<file path="src/verilog/scs_map.svh">
// scs_map.svh: timing counts and encodings for the card session sequencer
`ifndef SCS_MAP_SVH
`define SCS_MAP_SVH

`define SCS_CLK_HZ 20000000
`define SCS_PWRUP_US 1000
`define SCS_PWRUP_CYC ((`SCS_PWRUP_US * (`SCS_CLK_HZ / 1000000)))
`define SCS_PDN_HOLD_US 2000
`define SCS_PDN_HOLD_CYC ((`SCS_PDN_HOLD_US * (`SCS_CLK_HZ / 1000000)) + 1)
`define SCS_DEBOUNCE_US 5000
`define SCS_DEBOUNCE_CYC ((`SCS_DEBOUNCE_US * (`SCS_CLK_HZ / 1000000)))
`define SCS_STEP_CYC 8'h40
`define SCS_CNT_W 20
`define SCS_DIV_GND 2'h0
`define SCS_DIV_LOW 2'h1
`define SCS_DIV_HIGH 2'h2
`define SCS_DIV_VDD 2'h3

`endif

</file>
<file path="src/verilog/scs_pkg.sv">
// scs_pkg.sv: types for the card session sequencer
package scs_pkg;
  typedef enum logic [9:0] {
    ST_IDLE = 10'h001,
    ST_ACT_VCC = 10'h002,
    ST_ACT_IO = 10'h004,
    ST_ACT_CLK = 10'h008,
    ST_WAIT_RST = 10'h010,
    ST_ACTIVE = 10'h020,
    ST_DEA_RST = 10'h040,
    ST_DEA_CLK = 10'h080,
    ST_DEA_IO = 10'h100,
    ST_DEA_VCC = 10'h200
  } scs_state_type;

  typedef enum logic [2:0] {
    DIR_NEUTRAL = 3'h1,
    DIR_CARD_IN = 3'h2,
    DIR_HOST_IN = 3'h4
  } scs_dir_type;
endpackage

</file>
<file path="src/verilog/scs_sequencer.sv">
// scs_sequencer.sv: smart card session sequencer with status line and data steering
`include "scs_map.svh"
`timescale 1ns/1ps
`default_nettype none

module scs_sequencer
  import scs_pkg::*;
#(
  parameter int PWRUP_CYC = `SCS_PWRUP_CYC,
  parameter int PDN_HOLD_CYC = `SCS_PDN_HOLD_CYC,
  parameter int DEBOUNCE_CYC = `SCS_DEBOUNCE_CYC
) (
  input wire logic i_sys_clk,
  input wire logic i_rst,
  input wire logic i_oscillator_input,
  input wire logic i_activation_command_n,
  input wire logic i_host_reset_in,
  input wire logic i_card_present_in,
  input wire logic i_card_voltage_select,
  input wire logic [1:0] i_card_clock_divide_select,
  input wire logic i_digital_supply_fault,
  input wire logic i_card_overcurrent,
  input wire logic i_card_supply_valid,
  input wire logic [2:0] i_card_data_in,
  output logic [2:0] o_card_data_out,
  output logic [2:0] o_card_data_oe,
  input wire logic [2:0] i_host_data_in,
  output logic [2:0] o_host_data_out,
  output logic [2:0] o_host_data_oe,
  output logic o_card_supply_en,
  output logic o_card_rst,
  output logic o_card_clk,
  output logic o_status_n,
  output logic o_power_down
);

  // ==========================================================
  // helpers
  function automatic logic cnt_done(input logic [`SCS_CNT_W-1:0] c, input int lim);
    cnt_done = (c >= lim[`SCS_CNT_W-1:0]);
  endfunction

  scs_state_type state_q;
  logic cmd_q, rst_in_q, card_present_in_q, osc_q;
  logic [`SCS_CNT_W-1:0] pwrup_cnt_q, pdn_cnt_q, deb_cnt_q, hold_cnt_q, settle_cnt_q;
  logic [7:0] step_cnt_q;
  logic supply_ok_q, card_present_in_ok_q, fault_q, vcc_fail_q, clk_run_q, io_rx_q;
  logic [1:0] div_sel_q;
  logic [2:0] div_cnt_q;
  logic cmd_fall, cmd_rise, rst_fall, in_session, hw_fault, step_done;

  assign cmd_fall = cmd_q && !i_activation_command_n;
  assign cmd_rise = !cmd_q && i_activation_command_n;
  assign rst_fall = rst_in_q && !i_host_reset_in;
  assign in_session = (state_q != ST_IDLE);
  assign step_done = (step_cnt_q == `SCS_STEP_CYC);
  assign hw_fault = i_card_overcurrent || i_digital_supply_fault || !i_card_present_in ||
                    (in_session && state_q != ST_ACT_VCC && !vcc_fail_q && !i_card_supply_valid &&
                     o_card_supply_en);

  // ==========================================================
  // input history
  always_ff @(posedge i_sys_clk) begin
    if (i_rst) begin
      cmd_q <= 1'b1;
      rst_in_q <= 1'b0;
      card_present_in_q <= 1'b0;
      osc_q <= 1'b0;
    end else begin
      cmd_q <= i_activation_command_n;
      rst_in_q <= i_host_reset_in;
      card_present_in_q <= i_card_present_in;
      osc_q <= i_oscillator_input;
    end
  end

  // ==========================================================
  // supply power-up delay
  always_ff @(posedge i_sys_clk) begin
    if (i_rst || i_digital_supply_fault) begin
      pwrup_cnt_q <= '0;
      supply_ok_q <= 1'b0;
    end else if (!supply_ok_q) begin
      pwrup_cnt_q <= pwrup_cnt_q + 1'b1;
      supply_ok_q <= cnt_done(pwrup_cnt_q + 1'b1, PWRUP_CYC);
    end
  end

  // ==========================================================
  // power-down entry and exit
  always_ff @(posedge i_sys_clk) begin
    if (i_rst) begin
      pdn_cnt_q <= '0;
      o_power_down <= 1'b0;
      settle_cnt_q <= '0;
    end else begin
      if (o_power_down) begin
        pdn_cnt_q <= '0;
        if (!i_host_reset_in) begin
          o_power_down <= 1'b0;
          settle_cnt_q <= DEBOUNCE_CYC[`SCS_CNT_W-1:0];
        end
      end else if (!in_session && i_host_reset_in && i_activation_command_n && i_card_voltage_select) begin
        pdn_cnt_q <= pdn_cnt_q + 1'b1;
        if (cnt_done(pdn_cnt_q + 1'b1, PDN_HOLD_CYC)) begin
          o_power_down <= 1'b1;
        end
      end else begin
        pdn_cnt_q <= '0;
      end
      if (settle_cnt_q != '0) begin
        settle_cnt_q <= settle_cnt_q - 1'b1;
      end
    end
  end

  // ==========================================================
  // presence debounce and removal hold
  always_ff @(posedge i_sys_clk) begin
    if (i_rst) begin
      deb_cnt_q <= '0;
      hold_cnt_q <= '0;
      card_present_in_ok_q <= 1'b0;
    end else begin
      if (!i_card_present_in) begin
        deb_cnt_q <= '0;
        card_present_in_ok_q <= 1'b0;
        if (card_present_in_q) begin
          hold_cnt_q <= DEBOUNCE_CYC[`SCS_CNT_W-1:0];
        end else if (hold_cnt_q != '0) begin
          hold_cnt_q <= hold_cnt_q - 1'b1;
        end
      end else begin
        if (hold_cnt_q != '0) begin
          hold_cnt_q <= hold_cnt_q - 1'b1;
        end
        if (!cnt_done(deb_cnt_q, DEBOUNCE_CYC)) begin
          deb_cnt_q <= deb_cnt_q + 1'b1;
        end else if (hold_cnt_q == '0) begin
          card_present_in_ok_q <= 1'b1;
        end
      end
    end
  end

  // ==========================================================
  // session sequencer
  always_ff @(posedge i_sys_clk) begin
    if (i_rst) begin
      state_q <= ST_IDLE;
      step_cnt_q <= 8'h00;
      o_card_supply_en <= 1'b0;
      clk_run_q <= 1'b0;
      io_rx_q <= 1'b0;
      o_card_rst <= 1'b0;
      fault_q <= 1'b0;
      vcc_fail_q <= 1'b0;
      div_sel_q <= `SCS_DIV_GND;
    end else begin
      step_cnt_q <= step_done ? 8'h00 : step_cnt_q + 8'h01;
      if (!i_activation_command_n && hw_fault && in_session) begin
        fault_q <= 1'b1;
      end else if (i_activation_command_n) begin
        fault_q <= 1'b0;
      end
      case (state_q)
        ST_IDLE: begin
          vcc_fail_q <= 1'b0;
          if (cmd_fall && supply_ok_q && i_card_present_in && !i_digital_supply_fault &&
              !o_power_down) begin
            state_q <= ST_ACT_VCC;
            step_cnt_q <= 8'h00;
            o_card_supply_en <= 1'b1;
            div_sel_q <= i_card_clock_divide_select;
          end
        end
        ST_ACT_VCC: begin
          if (i_activation_command_n || hw_fault) begin
            state_q <= ST_DEA_RST;
          end else if (step_done) begin
            if (!i_card_supply_valid) begin
              vcc_fail_q <= 1'b1;
              o_card_supply_en <= 1'b0;
              fault_q <= 1'b1;
              state_q <= ST_DEA_RST;
            end else if (i_host_reset_in) begin
              state_q <= ST_WAIT_RST;
            end else begin
              state_q <= ST_ACT_IO;
            end
          end
        end
        ST_ACT_IO: begin
          if (i_activation_command_n || hw_fault) begin
            state_q <= ST_DEA_RST;
          end else if (step_done) begin
            io_rx_q <= 1'b1;
            state_q <= ST_ACT_CLK;
          end
        end
        ST_ACT_CLK: begin
          if (i_activation_command_n || hw_fault) begin
            state_q <= ST_DEA_RST;
          end else if (step_done) begin
            clk_run_q <= 1'b1;
            state_q <= ST_ACTIVE;
          end
        end
        ST_WAIT_RST: begin
          io_rx_q <= 1'b1;
          if (i_activation_command_n || hw_fault) begin
            state_q <= ST_DEA_RST;
          end else if (rst_fall) begin
            clk_run_q <= 1'b1;
            state_q <= ST_ACTIVE;
          end
        end
        ST_ACTIVE: begin
          o_card_rst <= i_host_reset_in;
          if (i_activation_command_n || hw_fault) begin
            state_q <= ST_DEA_RST;
            step_cnt_q <= 8'h00;
          end
        end
        ST_DEA_RST: begin
          if (step_done) begin
            o_card_rst <= 1'b0;
            state_q <= ST_DEA_CLK;
          end
        end
        ST_DEA_CLK: begin
          if (step_done) begin
            clk_run_q <= 1'b0;
            state_q <= ST_DEA_IO;
          end
        end
        ST_DEA_IO: begin
          if (step_done) begin
            io_rx_q <= 1'b0;
            state_q <= ST_DEA_VCC;
          end
        end
        ST_DEA_VCC: begin
          if (step_done) begin
            o_card_supply_en <= 1'b0;
            state_q <= ST_IDLE;
          end
        end
        default: begin
          state_q <= ST_IDLE;
        end
      endcase
    end
  end

  // ==========================================================
  // status line
  always_ff @(posedge i_sys_clk) begin
    if (i_rst) begin
      o_status_n <= 1'b0;
    end else if (!i_activation_command_n && in_session) begin
      o_status_n <= !(fault_q || hw_fault);
    end else begin
      o_status_n <= card_present_in_ok_q && i_card_present_in && (hold_cnt_q == '0) && (settle_cnt_q == '0) &&
                    !fault_q && !vcc_fail_q;
    end
  end

  // ==========================================================
  // card clock divider, ratio frozen at activation
  always_ff @(posedge i_sys_clk) begin
    if (i_rst || !clk_run_q) begin
      div_cnt_q <= 3'h0;
      o_card_clk <= 1'b0;
    end else begin
      case (div_sel_q)
        `SCS_DIV_LOW: o_card_clk <= osc_q;
        `SCS_DIV_GND: o_card_clk <= div_cnt_q[1];
        `SCS_DIV_HIGH: o_card_clk <= div_cnt_q[2];
        default: o_card_clk <= div_cnt_q[0];
      endcase
      if (i_oscillator_input && !osc_q) begin
        div_cnt_q <= div_cnt_q + 3'h1;
      end
    end
  end

  // ==========================================================
  // data direction steering, one lane per contact pair
  scs_dir_type dir_q [3];
  logic [2:0] card_prev_q, host_prev_q;

  for (genvar g = 0; g < 3; g++) begin : g_lane
    always_ff @(posedge i_sys_clk) begin
      if (i_rst || !io_rx_q) begin
        dir_q[g] <= DIR_NEUTRAL;
        card_prev_q[g] <= 1'b1;
        host_prev_q[g] <= 1'b1;
      end else begin
        card_prev_q[g] <= i_card_data_in[g];
        host_prev_q[g] <= i_host_data_in[g];
        case (dir_q[g])
          DIR_NEUTRAL: begin
            if (host_prev_q[g] && !i_host_data_in[g]) begin
              dir_q[g] <= DIR_HOST_IN;
            end else if (card_prev_q[g] && !i_card_data_in[g]) begin
              dir_q[g] <= DIR_CARD_IN;
            end
          end
          DIR_HOST_IN: begin
            if (!host_prev_q[g] && i_host_data_in[g]) begin
              dir_q[g] <= DIR_NEUTRAL;
            end
          end
          DIR_CARD_IN: begin
            if (!card_prev_q[g] && i_card_data_in[g]) begin
              dir_q[g] <= DIR_NEUTRAL;
            end
          end
          default: begin
            dir_q[g] <= DIR_NEUTRAL;
          end
        endcase
      end
    end

    // outputs low on the card side until reception, neutral is released high
    always_comb begin
      o_card_data_out[g] = 1'b0;
      o_card_data_oe[g] = !io_rx_q || (dir_q[g] == DIR_HOST_IN);
      o_host_data_out[g] = 1'b0;
      o_host_data_oe[g] = io_rx_q && (dir_q[g] == DIR_CARD_IN);
    end
  end

endmodule

`default_nettype wire

</file>
<file path="config.mk">
export PLATFORM = sky130hd
export DESIGN_NAME = scs_sequencer
export DESIGN_NICKNAME = d
export VERILOG_FILES = /design/src/verilog/scs_pkg.sv /design/src/verilog/scs_sequencer.sv
export VERILOG_INCLUDE_DIRS = /design/src /design/src/verilog
export SDC_FILE = /design/constraint.sdc
export NUM_CORES = 1
export LEC_CHECK = 0
export CORE_ASPECT_RATIO = 1.2
export CORE_UTILIZATION = 45
export DETAILED_ROUTE_END_ITERATION = 12
export DONT_BUFFER_PORTS = 1
export GPL_TIMING_DRIVEN = 0
export PLACE_DENSITY = 0.72
export REMOVE_ABC_BUFFERS = 1
export SYNTH_ARGS = -nofsm -noshare
export SYNTH_HDL_FRONTEND = slang
export SYNTH_SLANG_ARGS = --single-unit
</file>
<file path="constraint.sdc">
create_clock -name i_sys_clk -period 2.2 [get_ports i_sys_clk]
set_input_delay 0.11 -clock i_sys_clk [delete_from_list [all_inputs] [get_ports i_sys_clk]]
set_output_delay 0.11 -clock i_sys_clk [all_outputs]
set_load 0.05 [all_outputs]
</file>
=== After elaboration in Yosys (flattened, before gate mapping) ===
Memory sizes are Yosys's and may differ from the RTL's.
Cells that the tools add are included.

* Output and inout bits: 17
* RAM bits: 9
* Register bits: 144
* Word-level logic and storage cells: 334
* Memories kept: 1
* Input port bits: 18

* Equality and inequality tests: 44
* Order comparisons: 3
* $add $sub $neg: 7
* Multiplexer cells: 134
* Reductions and logical operators: 98
* Bitwise logic cells: 17

{| class="wikitable"
|+ Memories
! name !! depth !! width !! rd ports !! clocked after Yosys merged registers in !! wr ports !! RTL line !! source
|-
| dir_q || 3 || 3 || 3 || 0 || 3 || scs_sequencer.sv:290 || <nowiki>scs_dir_type dir_q [3];</nowiki>
|}

{| class="wikitable"
|+ Operators with widths
! kind !! count
|-
| 2-to-1 mux 10 bit || 14
|-
| 2-to-1 mux 20 bit || 6
|-
| case mux 10 bit (10 select lines) || 1
|-
| 2-to-1 mux 1 bit || 86
|-
| adder 20 x 1 -> 20 bit (second input constant) || 3
|-
| 2-to-1 mux 3 bit || 15
|-
| zero test 20 bit || 2
|-
| nonzero test 20 bit || 2
|-
| subtractor 20 x 1 -> 20 bit (second input constant) || 2
|-
| logical AND 1 bit || 37
|-
| != test 2 bit (second input constant) || 15
|-
| zero test 1 bit || 25
|-
| 2-to-1 mux 8 bit || 3
|-
| greater-or-equal comparator 20 x 15 -> 1 bit (second input constant) || 1
|-
| greater-or-equal comparator 20 x 16 -> 1 bit (second input constant) || 1
|-
| greater-or-equal comparator 20 x 17 -> 1 bit (second input constant) || 1
|-
| case mux 8 bit (2 select lines) || 1
|-
| OR 1 bit || 15
|-
| != test 3 bit (second input constant) || 4
|-
| case mux 1 bit (3 select lines) || 4
|-
| AND reduction 6 bit || 2
|-
| OR reduction 3 bit || 4
|-
| logical OR 1 bit || 11
|-
| equality test 10 x 1 -> 1 bit (second input constant) || 1
|-
| 31 further kinds || 47
|}

=== Longest topological paths before layout ===
* Depth in word-level cells: 13
* Gate-level depth with buffers: 9
* Mapped depth without buffers: 8

=== Worst setup path before layout ===
No wires, ideal clock.

* Path type: register to register
* From: register o_card_supply_en
* To: register state_q[2]
* Arrival time: 2240 ps
* Cell stages (with the launch flop): 8
* Data required time: 2130 ps
* Setup slack: -110 ps
* Setup time: 70 ps
* Buffers on the path: 1
* Period minus slack after synthesis: 2310 ps
* Path through: dfxtp_1 -> inv_1 -> or3_1 -> o21ai_1 -> a21oi_1 -> buf_2 -> or4_1 -> a21oi_1

* Longest elaborated chain between the ends: 5
* Elaborated cells between the ends (all ways): 14
* Those cells by class: 5 x eq/ne; 5 x mux; 4 x reduce/logical

{| class="wikitable"
|+ RTL lines
! element !! RTL line !! source
|-
| start: declaration || scs_sequencer.sv:30 || <nowiki>output logic o_card_supply_en,</nowiki>
|-
| start signal: assignment || scs_sequencer.sv:152 || <nowiki>o_card_supply_en <= 1'b0;</nowiki>
|-
| start signal: assignment || scs_sequencer.sv:173 || <nowiki>o_card_supply_en <= 1'b1;</nowiki>
|-
| start signal: assignment || scs_sequencer.sv:183 || <nowiki>o_card_supply_en <= 1'b0;</nowiki>
|-
| logical AND 1 bit * || scs_sequencer.sv:58 || <nowiki>(in_session && state_q != ST_ACT_VCC && !vcc_fail_q && !i_card_supply_valid &&</nowiki>
|-
| logical OR 1 bit * || scs_sequencer.sv:57 || <nowiki>assign hw_fault = i_card_overcurrent || i_digital_supply_fault || !i_card_present_in ||</nowiki>
|-
| logical OR 1 bit * || - ||
|-
| != test 3 bit (no line) (tied with other cells) || - ||
|-
| AND reduction 10 bit (no line) / case mux 10 bit (10 select lines) (equally long branches) || - ||
|-
| end signal: assignment || scs_sequencer.sv:179 || <nowiki>state_q <= ST_DEA_RST;</nowiki>
|-
| end signal: assignment || scs_sequencer.sv:195 || <nowiki>state_q <= ST_DEA_RST;</nowiki>
|-
| end signal: assignment || scs_sequencer.sv:203 || <nowiki>state_q <= ST_DEA_RST;</nowiki>
|-
| end: declaration || scs_sequencer.sv:43 || <nowiki>scs_state_type state_q;</nowiki>
|}

Every way passes the cells marked *; elsewhere a longest branch is shown, timed or not.
A chain may end at the register's enable or synchronous reset.

=== Worst setup path after layout ===
* From: register state_q[0]
* To: register state_q[0]

* Longest elaborated chain between the ends: 9
* Elaborated cells between the ends (all ways): 34
* Those cells by class: 22 x eq/ne; 5 x mux; 7 x reduce/logical

{| class="wikitable"
|+ RTL lines
! element !! RTL line !! source
|-
| start signal: assignment || scs_sequencer.sv:150 || <nowiki>state_q <= ST_IDLE;</nowiki>
|-
| start signal: assignment || scs_sequencer.sv:171 || <nowiki>state_q <= ST_ACT_VCC;</nowiki>
|-
| start signal: assignment || scs_sequencer.sv:179 ||
|-
| != test 10 x 1 -> 1 bit / != test 10 x 2 -> 1 bit (equally long branches) || scs_sequencer.sv:55, scs_sequencer.sv:58 ||
|-
| logical AND 1 bit (4 in series) || scs_sequencer.sv:58 ||
|-
| logical OR 1 bit || scs_sequencer.sv:57 ||
|-
| logical OR 1 bit || - ||
|-
| != test 3 bit (no line) (tied with other cells) || - ||
|-
| AND reduction 10 bit (no line) / case mux 10 bit (10 select lines) (equally long branches) || - ||
|}

Several ways; a longest one is shown, not always the timed one.

==> out/results.tsv <==
metric	value	unit
start_util	46.4	%
crit_required	2.51	ns
dr.pass1.iters	6	
crit_arrival	2.50	ns
drive_gt1_share	12.0	%
die-width	123	um
pwr-share-clk	31.7	%
end_kind	flip-flop	
startpoint_type	flip-flop	
cap_violations	0	
yosys_warnings	0	
cp_max_fo	6	
routed_via_density	5.62	
tns	0	ns
irDropWorstVdd	0.762	mV
ys.flop_type	dfxtp_1	
die_y	147	um
grt_pass1_wl	28400	um
slew_violations	0	
antenna_found_initial	0	
num-fill-cells	1556	
syn_inst	944	
cts_root_buf	clkbuf_16	
avgSynthCellArea	8.38	um2
clk_pin_slew_worst_paths	0.06	ns
outcome	finished, final reports clean	
syn_to_final_growth	18.4	%
period_minus_slack	2.19	ns
multi_input_area	4750	um2
cts_buffers	17	
via_count	6778	
fmax	457	MHz
clock-sinks	153	
netlist-cell-type-count	79	
async_flop_share	0	%
rows	52	
layout_commonest_cell	nor2_1	
syn_area	7910	um2
power_switching	0.00326	W
yosysSeqAreaShare	39.9	%
p_per_area	1030	nW/um2
drt_wl_total	17600	um
num_antenna_cells	0	
gp_congestion	0.838	
crit-reg2reg-launch	state_q[0]$_SDFFE_PP1P_	
synth-edff-count	9	
detail-route-antenna-nets	0	
coreArea	17000	um2
rsz0062_at_grt	true	
track_usage	19.5	%
p_comb_share	31.4	%
seqPwrFrac	36.9	%
fin_worst_skew	0.00788	ns
die_area	18100	um2
grt_pass1_vias	6092	
insertion_delay	0.43	ns
p_leak	3.30	nW
fin_nets	1009	
ff_latch_area	3170	um2
tritoncts	built	
fin_util	54.9	%
h-tree-depth	4	
layout_common_cells	nor2_1, dfxtp_1, nand2_1	
tightest_slew	1.25	ns
hp-start	i_card_data_in[2]	
hold_ws	0.0172	ns
setup_viol	0	
hold_violations	0	
swShare	33.8	%
io_pins	35	
avgRoutedWirePerCell	14.6	um
p_int	0.00638	W
finalPower	0.00963	W
cp-startpoint	state_q[0]$_SDFFE_PP1P_	
drc_errors	0	
grt_overflow	0	
ys_seq_elements	153	
port_buffers	0	
drt-initial-drc-count	370	
critPathKind	flip-flop to flip-flop	
slew_headroom	15.6	%
grt_max_degree	54	
hpwlAfterDp	10800	um
post-route-period-util	99.4	%
clock_path_buffers	2	
hold_path_class	input pin to flip-flop	
sequential cells by signal, summed over array words and instances, names as in the netlist, 2 cells and up:
register,cells
hold_cnt_q,20
div_cnt_q,3
settle_cnt_q,20
step_cnt_q,8
div_sel_q,2
state_q,10
pdn_cnt_q,20
pwrup_cnt_q,20
card_prev_q,3
host_prev_q,3
deb_cnt_q,20
dir_q,9
metrics by stage:
step / std cells / setup WS (ns) / area [um2]
6_report: 1207 / 0.0123 / 9360
5_1_grt: 1207 / -0.118 / 9360
4_1_cts: 1189 / -0.0510 / 9050
3_5_place_dp: 1124 / -0.575 / 8030
3_3_place_gp: 1123 / -0.553 / 8000
2_1_floorplan: 907 / -0.0971 / 7730
synthesized netlist by cell type, types with 19 or more instances:
cell type / number / area, um2
nor2_1: 149 / 559
xor2_1: 36 / 315
o21ai_0: 28 / 140
a21oi_1: 45 / 225
nor4_1: 19 / 119
dfxtp_1: 144 / 2880
nor3_1: 32 / 160
xnor2_1: 42 / 368
nand2b_1: 27 / 169
nand2_1: 58 / 218
nand3_1: 40 / 200
inv_1: 29 / 109
clkbuf_1: 26 / 97.6
or3_1: 21 / 131
routing by layer:
metal,global-route usage [%],part of all wire [%]
met5,0.852,0
met4,7.71,2.1
met3,5.09,4.5
met2,32.7,49
met1,23.4,44
power groups by stage:
stage | clock network (W) | registers, W | logic, W
4_1_cts | 0.00311 | 0.00353 | 0.00277
6_report | 0.00305 | 0.00356 | 0.00303
3_5_place_dp | 0 | 0.00359 | 0.00251
5_1_grt | 0.00325 | 0.00362 | 0.00338
3_3_place_gp | 0 | 0.00357 | 0.00246
2_1_floorplan | 0 | 0.00351 | 0.00211
what timing repair did:
item,CTS,global route
endpoints found under the hold margin,71,60
setup buffers,9,11
setup endpoints to repair,80,68
hold buffers,21,7
resized for setup,25,32
gates cloned,3,0
pin swaps,11,10
cells by family after synthesis:
family / Yosys count / synth area share (%)
xor gates and xnor gates: 78 / 8.64
AOI/OAI and AO/OA: 147 / 12.0
and+or+nand+nor: 464 / 31.2
other: 1 / 0.0474
DFF: 153 / 39.9
muxes: 17 / 2.31
buffers and inverters: 71 / 3.88
adders and majority gates: 13 / 2.06
worst paths after layout:
| path | to | cells after the start | slack [ns] |
|---|---|---|---|
| worst min-delay path | dir_q[2][0]$_SDFFCE_PP1P_ | 2 | 0.02 |
| worst max register to register | state_q[0]$_SDFFE_PP1P_ | 6 | 0.01 |
| worst min register to register | o_status_n$_SDFF_PP0_ | 1 | 0.45 |
| worst max-delay path | state_q[0]$_SDFFE_PP1P_ | 6 | 0.01 |
area by class of cell:
type / count / area share (%)
Clock buffer: 19 / 4.85
Clock inverter: 13 / 1.79
Inverter: 29 / 1.16
Multi-Input combinational cell: 728 / 50.7
Sequential cell: 153 / 33.8
Tap cell: 216 / 2.89
Timing Repair Buffer: 49 / 4.78
worst max-delay path: stages, from the launching register on:
cell	delay, ns
dfxtp_2	0.35
or4_4	0.56
or3_4	0.36
a211oi_4	0.29
or2_4	0.22
nor2_1	0.05
a211o_1	0.25
Power figures use the tool's default switching activity.
